==> config.mk <==
export PLATFORM = sky130hd
export DESIGN_NAME = pacc_top
export DESIGN_NICKNAME = d
export VERILOG_FILES = /design/src/pacc_pkg.sv /design/src/pacc_pin_sync.sv /design/src/pacc_top.sv
export VERILOG_INCLUDE_DIRS = /design/src
export SDC_FILE = /design/constraint.sdc
export NUM_CORES = 1
export LEC_CHECK = 0
export BUFFER_PORTS_ARGS = -buffer_cell sky130_fd_sc_hd__buf_2
export CELL_PAD_IN_SITES_DETAIL_PLACEMENT = 0
export CELL_PAD_IN_SITES_GLOBAL_PLACEMENT = 1
export CORE_AREA = 5 5 138 238
export CTS_CLUSTER_SIZE = 12
export DETAILED_ROUTE_END_ITERATION = 12
export DIE_AREA = 0 0 143 243
export PLACE_DENSITY_LB_ADDON = 0.1
export SKIP_LAST_GASP = 1
export SLEW_MARGIN = 20
export SYNTH_ARGS = -nofsm -noshare
export SYNTH_HDL_FRONTEND = slang
export SYNTH_HIERARCHICAL = 1
export SYNTH_SLANG_ARGS = --single-unit
==> constraint.sdc <==
create_clock -name pclk -period 1.5 [get_ports pclk]
set_input_delay 0 -clock pclk [delete_from_list [all_inputs] [get_ports pclk]]
set_output_delay 0 -clock pclk [all_outputs]
set_load 0.005 [all_outputs]
==> src/pacc_map.svh <==
/*
  register offsets, field positions and reset values of the pulse
  accumulator and channel value registers.
  assumes an APB slave with 32-bit words, one register per aligned word.
*/
// What this block does
// - capture counter on input, else compare value
// - input capture channel ignores software writes
// - channel value registers reset to zero
// - accum_enable works independently of timer_enable
// - accum_mode picks event or gated mode
// - accum_polarity picks counted edge in event mode
// - gated mode counts div64 pulses on level
// - no gated pulses while timer disabled
// - counter_clock_source picks main counter clock
// - accumulator off means prescaler clock always
// - clock source changes immediately after write
// - overflow request equals enable and flag
// - input request equals enable and flag
// - fast clear: count access clears flags
// - write one clears flag, timer enabled
// - rollover to zero sets overflow flag
// - counted or trailing edge sets input flag
// - count holds edges, software read/write
// - pin synchronised before edge detection
// - accumulator input shares channel 7 pin
// - gated mode count holds div64 pulses
`ifndef PACC_MAP_SVH
`define PACC_MAP_SVH
`define PACC_ADDR_CTRL   8'h20
`define PACC_ADDR_FLAGS  8'h21
`define PACC_ADDR_COUNT  8'h22
`define PACC_ADDR_CHAN0  8'h10
`define PACC_CTRL_EN     6
`define PACC_CTRL_MODE   5
`define PACC_CTRL_POL    4
`define PACC_CTRL_CLK_HI 3
`define PACC_CTRL_CLK_LO 2
`define PACC_CTRL_OVI    1
`define PACC_CTRL_INI    0
`define PACC_CTRL_MASK   8'h7F
`define PACC_FLAG_OVF    1
`define PACC_FLAG_INF    0
`define PACC_CTRL_RESET  8'h00
`define PACC_CHAN_RESET  16'h0000
`define PACC_COUNT_RESET 16'h0000
`define PACC_COUNT_MAX   16'hFFFF
`define PACC_DIV256_BITS 8
`define PACC_DIV65536_BITS 16
`endif

==> src/pacc_pkg.sv <==
/*
  types of the pulse accumulator block.
  assumes pacc_map.svh supplies the numeric constants.
*/
package pacc_pkg;
  typedef enum logic [1:0] {
    PACC_SRC_PRESCALE,
    PACC_SRC_ACLK,
    PACC_SRC_ACLK256,
    PACC_SRC_ACLK65536
  } pacc_src_e;

  typedef struct packed {
    logic        psel;
    logic        penable;
    logic        pwrite;
    logic [7:0]  paddr;
    logic [31:0] pwdata;
  } pacc_apb_req_s;

  typedef struct packed {
    logic        pready;
    logic        pslverr;
    logic [31:0] prdata;
  } pacc_apb_rsp_s;

  typedef struct packed {
    logic timer_enable;
    logic fast_flag_clear;
    logic prescale_tick;
    logic div64_tick;
  } pacc_timer_s;

  typedef struct packed {
    logic q1;
    logic q2;
    logic q3;
  } pacc_sync_s;
endpackage : pacc_pkg

==> src/pacc_pin_sync.sv <==
/*
  synchroniser and edge detector for the channel 7 pin.
  assumes pin_in is asynchronous to pclk.
*/
`timescale 1ns/1ns
module pacc_pin_sync (
  // clock and reset
  input  wire logic pclk,
  input  wire logic presetn,
  // pin
  input  wire logic pin_in,
  // detected
  output logic      level,
  output logic      rise,
  output logic      fall
);
  import pacc_pkg::*;

  pacc_sync_s s_q;
  pacc_sync_s s_d;

  always_comb begin
    s_d    = s_q;
    s_d.q1 = pin_in;
    s_d.q2 = s_q.q1;
    // q3 takes q2 on every clock: it is the level one cycle behind q2
    s_d.q3 = s_q.q2;
  end

  always_ff @(posedge pclk or negedge presetn) begin
    if (!presetn) begin
      s_q <= '0;
    end else begin
      s_q <= s_d;
    end
  end

  // previous value is q3; change counts once q2 and q3 differ
  assign level = s_q.q3;
  assign rise  = s_q.q2 & ~s_q.q3;
  assign fall  = ~s_q.q2 & s_q.q3;
endmodule : pacc_pin_sync

==> src/pacc_top.sv <==
/*
  pulse accumulator with channel capture/compare value registers.
  assumes an APB master on pclk, and the rest of the timer supplying
  the free-running counter, capture strobes, prescaler and div64 ticks.
*/
`timescale 1ns/1ns
`include "pacc_map.svh"
module pacc_top #(
  parameter int unsigned CHANNELS = 8
) (
  // clock and reset
  input  wire logic                    pclk,
  input  wire logic                    presetn,
  // apb
  input  wire pacc_pkg::pacc_apb_req_s apb_req,
  output pacc_pkg::pacc_apb_rsp_s      apb_rsp,
  // timer core
  input  wire pacc_pkg::pacc_timer_s   timer_in,
  input  wire logic [15:0]             free_counter,
  input  wire logic [CHANNELS-1:0]     channel_mode_select,
  input  wire logic [CHANNELS-1:0]     capture_strobe,
  // pin
  input  wire logic                    channel7_pin,
  // outputs to timer core
  output logic                         counter_tick,
  output logic [CHANNELS*16-1:0]       compare_values,
  // interrupt requests
  output logic                         accum_overflow_irq,
  output logic                         accum_input_irq
);
  import pacc_pkg::*;

  typedef struct packed {
    logic [7:0]               ctrl;
    logic                     ovf;
    logic                     inf;
    logic [15:0]              count;
    logic [15:0]              div_cnt;
    logic [CHANNELS-1:0][15:0] chan;
    logic [31:0]              rdata;
  } pacc_state_s;

  pacc_state_s st_q;
  pacc_state_s st_d;

  logic pin_level;
  logic pin_rise;
  logic pin_fall;

  pacc_pin_sync u_sync (
    .pclk    (pclk),
    .presetn (presetn),
    .pin_in  (channel7_pin),
    .level   (pin_level),
    .rise    (pin_rise),
    .fall    (pin_fall)
  );

  function automatic logic is_chan(input logic [7:0] a);
    return (a >= `PACC_ADDR_CHAN0) &&
           (a < `PACC_ADDR_CHAN0 + 8'(CHANNELS));
  endfunction : is_chan

  function automatic int unsigned chan_idx(input logic [7:0] a);
    return int'(a - `PACC_ADDR_CHAN0);
  endfunction : chan_idx

  logic        access;
  logic        wr;
  logic        rd;
  logic [7:0]  word;
  logic        en;
  logic        gated;
  logic        pol;
  logic        count_tick;
  logic        in_event;
  logic        gate_open;
  logic        aclk_tick;
  pacc_src_e   src;

  // printed offsets are not all multiples of four: index times four
  assign word   = {2'b00, apb_req.paddr[7:2]};
  assign access = apb_req.psel & apb_req.penable;
  assign wr     = access & apb_req.pwrite;
  assign rd     = access & ~apb_req.pwrite;

  assign en    = st_q.ctrl[`PACC_CTRL_EN];
  assign gated = st_q.ctrl[`PACC_CTRL_MODE];
  assign pol   = st_q.ctrl[`PACC_CTRL_POL];
  assign src   = pacc_src_e'(st_q.ctrl[`PACC_CTRL_CLK_HI:`PACC_CTRL_CLK_LO]);

  // gate: polarity 0 opens on high level, 1 on low level
  assign gate_open = pol ? ~pin_level : pin_level;

  always_comb begin
    count_tick = 1'b0;
    in_event   = 1'b0;
    if (en) begin
      if (!gated) begin
        count_tick = pol ? pin_rise : pin_fall;
        in_event   = count_tick;
      end else begin
        // div64 only exists while the timer runs
        count_tick = gate_open & timer_in.div64_tick &
                     timer_in.timer_enable;
        in_event   = pol ? pin_rise : pin_fall;
      end
    end
  end

  // accum_clock: pulse whenever the accumulator advances
  assign aclk_tick = count_tick;

  always_comb begin
    // selection is combinational, so a new source applies at once
    counter_tick = timer_in.prescale_tick;
    if (en) begin
      case (src)
        PACC_SRC_PRESCALE:  counter_tick = timer_in.prescale_tick;
        PACC_SRC_ACLK:      counter_tick = aclk_tick;
        PACC_SRC_ACLK256:   counter_tick = aclk_tick &
          (st_q.div_cnt[`PACC_DIV256_BITS-1:0] == 8'hFF);
        PACC_SRC_ACLK65536: counter_tick = aclk_tick &
          (st_q.div_cnt == `PACC_COUNT_MAX);
        default:            counter_tick = timer_in.prescale_tick;
      endcase
    end
  end

  always_comb begin
    logic        ovf_set;
    logic        ffc_clr;
    logic [31:0] rdat;
    ovf_set = 1'b0;
    ffc_clr = 1'b0;
    rdat    = 32'h00000000;
    st_d    = st_q;

    // register write and count advance
    if (wr && word == `PACC_ADDR_COUNT) begin
      st_d.count = apb_req.pwdata[15:0];
    end else if (count_tick) begin
      st_d.count = st_q.count + 16'h0001;
      ovf_set    = (st_q.count == `PACC_COUNT_MAX);
    end
    if (aclk_tick) begin
      st_d.div_cnt = st_q.div_cnt + 16'h0001;
    end

    if (wr && word == `PACC_ADDR_CTRL) begin
      st_d.ctrl = apb_req.pwdata[7:0] & `PACC_CTRL_MASK;
    end

    ffc_clr = access && word == `PACC_ADDR_COUNT &&
              timer_in.fast_flag_clear;

    // flag clear by write-one, only while the timer is enabled
    if (wr && word == `PACC_ADDR_FLAGS && timer_in.timer_enable) begin
      if (apb_req.pwdata[`PACC_FLAG_OVF]) st_d.ovf = 1'b0;
      if (apb_req.pwdata[`PACC_FLAG_INF]) st_d.inf = 1'b0;
    end
    if (ffc_clr) begin
      st_d.ovf = 1'b0;
      st_d.inf = 1'b0;
    end
    // hardware set wins over any clear in the same cycle
    if (ovf_set)  st_d.ovf = 1'b1;
    if (in_event) st_d.inf = 1'b1;

    for (int i = 0; i < CHANNELS; i++) begin
      if (!channel_mode_select[i]) begin
        if (capture_strobe[i]) st_d.chan[i] = free_counter;
      end else if (wr && is_chan(word) && chan_idx(word) == i) begin
        st_d.chan[i] = apb_req.pwdata[15:0];
      end
    end

    // read data, latched into a flop
    if (word == `PACC_ADDR_CTRL) begin
      rdat[7:0] = st_q.ctrl;
    end else if (word == `PACC_ADDR_FLAGS) begin
      rdat[`PACC_FLAG_OVF] = st_q.ovf;
      rdat[`PACC_FLAG_INF] = st_q.inf;
    end else if (word == `PACC_ADDR_COUNT) begin
      rdat[15:0] = st_q.count;
    end else if (is_chan(word)) begin
      rdat[15:0] = st_q.chan[chan_idx(word)];
    end
    if (apb_req.psel && !apb_req.penable) begin
      st_d.rdata = rdat;
    end
  end

  always_ff @(posedge pclk or negedge presetn) begin
    if (!presetn) begin
      st_q.ctrl    <= `PACC_CTRL_RESET;
      st_q.ovf     <= 1'b0;
      st_q.inf     <= 1'b0;
      st_q.count   <= `PACC_COUNT_RESET;
      st_q.div_cnt <= 16'h0000;
      st_q.chan    <= '0;
      st_q.rdata   <= 32'h00000000;
    end else begin
      st_q <= st_d;
    end
  end

  always_comb begin
    for (int i = 0; i < CHANNELS; i++) begin
      compare_values[i*16 +: 16] = st_q.chan[i];
    end
  end

  // read data reflects state at setup; one access cycle, zero wait
  assign apb_rsp.pready  = 1'b1;
  assign apb_rsp.pslverr = 1'b0;
  assign apb_rsp.prdata  = st_q.rdata;

  assign accum_overflow_irq = st_q.ctrl[`PACC_CTRL_OVI] & st_q.ovf;
  assign accum_input_irq    = st_q.ctrl[`PACC_CTRL_INI] & st_q.inf;
endmodule : pacc_top

==> flow_summary.toml <==
[run_status]
outcome = "finished with violations"
violations = "setup timing"

[pwr]
power_frac_clock = 0.320
p_sw_mw = 4.555
p_leak_nw = 6.964
sequentialPowerShare = 0.417
combPwrFrac = 0.263
power_mw = 14.70
p_sw_frac = 0.3098
cell_internal_pwr_mw = 10.15
ir_drop_mv = 0.7580
pwr_density_cell_nw_per_um2 = 1009

[synth]
ys_ff_latch = 188
synth_edf_count = 0
async_flop_share = 1.000
syn_area_per_cell_um2 = 10.04
synth.area.top_cells = "dfrtp_1, mux2i_1, buf_4"
synth_cell_types = 59
syn-cell-area_um2 = 11440
synthFlopType = "dfrtp_1"
netlist.area_leader.share = 0.4114
synth_warnings = 6
synth_top_area_cell = "dfrtp_1"
netlist_instances = 1139
yosysSeqAreaShare = 0.4114

[timing]
rsz0062_at_grt = "yes"
worstMarginPinSlew_ps = 502.9
relSlewSlack = 0.6639
setup_ws_ps = -444.6
maxSlewViolCount = 0
timing.final.hold_violations = 0
setup_violations = 39
max_freq_mhz = 514.2
min_period_ps = 1945
min_period_over_period = 1.296
skew_ps = 9.625

[min_path]
hold_depth = 4
hold_class = "input pin to register"

[clock_tree]
h-tree-depth = 4
clk_latency_ps = 450
cts_tree = "built"
cts_buffers = 17
clockBufferDepth = 2
clkTransAtPathRegs_ps = 70
cts_num_sinks = 188
cts-root-buf = "clkbuf_16"

[placement]
dp_slack_ps = -480.1
port_buffers = 210
dp_hpwl_um = 33150
place.gp.congestion = 0.8674
place_area_um2 = 13230

[run]
maxCapViolCount = 0

[setup_path]
r2r_start = "u_sync/level"
worstSetupPathType = "register to output pin"
cp.required_ps = 1500
worstPathArrival_ps = 1940
r2r_end = "st_q[191]"
r2r_cells = 8
crit_path_start_kind = "register"
r2r_slack_ps = -400
crit_chain = "and2b_2 -> mux2i_4 -> nor3_4 -> buf_6 -> nor3b_4 -> a2bb2oi_2 -> o21ai_2 -> buf_2"
endpoint = "counter_tick"
crit_path_end_kind = "output pin"
worstPathMaxFanout = 4
slowest_delay_ps = 380
worst_path_max_delay_cell = "dfrtp_1"
crit_start = "u_sync/s_d[0]"

[floorplan]
start_util = 0.3721
dieWidth_um = 143
rows = 85
die-area_um2 = 34750
die_h_um = 243
coreArea_um2 = 30740
num_io_pins = 247

[final_layout]
stdcell_area_um2 = 14570
drive_above_1_share = 0.4238
syn2layout_area_growth_pct = 27.44
fin_nets = 1457
antennaDiodeCount = 0
fin_util = 0.4742

[global_routing]
grt_first_pass_wirelength_um = 64640
track_usage = 0.2550
grt_pass1_vias = 9843
grt_overflow = 0
grt_max_degree = 46
antenna_found_initial = 0

[drt]
drt_iter0_drc = 517
wl_per_cell_um = 24.61
vias = 9202
route.detailed.drc = 0
detail-route-antenna-nets = 0
drt-total-wl_um = 43700
vias_per_cell = 5.181
drtPass1Iterations = 6
[routing by layer]
metal  up-vias  GRT usage  part of all wire
met5         -          0                 0
met4         0     0.1346             0.058
met3       105    0.03781             0.039
met2       289     0.4626              0.53
met1      4560     0.2812              0.37
li1       4248          -                 -
[worst min path at each step]
stage                                 from                  to  slack, ps
detailed placement                 presetn  compare_values[65]        -10
finish                         timer_in[2]           st_q[193]         30
floorplan                          presetn          apb_rsp[0]       -300
global placement                   presetn  compare_values[97]        -10
CTS                 channel_mode_select[3]  compare_values[53]          8
global route        channel_mode_select[4]  compare_values[65]         20
[worst max-delay path, delay by kind of cell, from the launching register on]
family,cells,cell delay (ps)
mux,1,170
compound gates,2,210
buf+inv,2,260
simple gates,3,480
flops,1,380
[sequential cells by signal (all words and copies together) (netlist names), 2 cells and up]
register / cells
apb_rsp: 16
u_sync/s_d: 2
compare_values: 128
src: 2
st_q: 36
[layout make-up]
type                       count  area (µm²)
sequential                   188        4706
clock buffer                  18       429.2
inverter                       7       26.28
multi-input combinational    702        5436
fill                        2967       16160
clock inverter                13       150.1
tap                          391       489.2
timing repair buffer         457        3337
[layout by cell type (no fill, tap or decap), types with 6 or more instances in the layout]
cell type	count
buf_6	12
conb_1	18
buf_4	176
buf_12	23
mux2_4	8
nor2b_1	9
mux2_2	6
o211ai_1	7
dfrtp_1	187
xnor2_1	13
mux4_2	28
buf_2	209
nand3_1	11
o21ai_1	10
a22oi_1	7
a21oi_2	33
dlygate4sd3_1	36
nor2_1	57
mux2i_1	139
nor2_2	18
nand4_1	12
clkinv_2	7
clkbuf_16	17
o21ai_0	81
xor2_1	13
nand2_1	101
a21oi_1	38
inv_1	7
[power by group through the flow]
| stage | clock network (mW) | registers, mW | logic, mW |
|---|---|---|---|
| 3_5_place_dp | 0 | 6.22 | 3.71 |
| 4_1_cts | 4.82 | 6.13 | 3.86 |
| 6_report | 4.71 | 6.13 | 3.86 |
| 3_3_place_gp | 0 | 6.22 | 3.68 |
| 5_1_grt | 5.02 | 6.20 | 4.18 |
| 2_1_floorplan | 0 | 6.10 | 2.33 |
[per-stage QoR]
step	setup TNS, ps	cells	hold WS, ps
after floorplan	-3047	1155	-295.6
after global placement	-46060	1690	-12.56
after detailed placement	-45940	1690	-11.22
after CTS	-10680	1768	8.200
after global routing	-13550	1776	22.11
final	-9943	1776	33.68
[synth_stat cells (all sizes together) (14+ instances only)]
| master | n |
|---|---|
| buf | 203 |
| dfrtp | 188 |
| mux2i | 143 |
| nand2 | 107 |
| o21ai | 93 |
| nor2 | 75 |
| a21oi | 71 |
| clkbuf | 55 |
| mux4 | 28 |
| mux2 | 14 |
| xnor2 | 14 |
| xor2 | 14 |
[cell families after synthesis]
| family | Yosys count | synth area share |
|---|---|---|
| xor gates and xnor gates | 28 | 0.02144 |
| muxes | 185 | 0.1961 |
| AOI/OAI and AO/OA | 208 | 0.1137 |
| and+or+nand+nor | 261 | 0.1071 |
| other | 2 | 0.0006567 |
| adders and majority gates | 2 | 0.002188 |
| DFF | 188 | 0.4114 |
| buffers and inverters | 265 | 0.1475 |
[repair_timing]
action / in CTS / in global routing
pin swaps: 20 / 17
hold endpoints to repair: 309 / 0
hold buffers: 36 / 0
cloned: 1 / 0
resized for setup: 41 / 24
setup endpoints to repair: 41 / 41
buffers inserted: 12 / 9
Note: power is estimated with default switching activity, not from simulation.
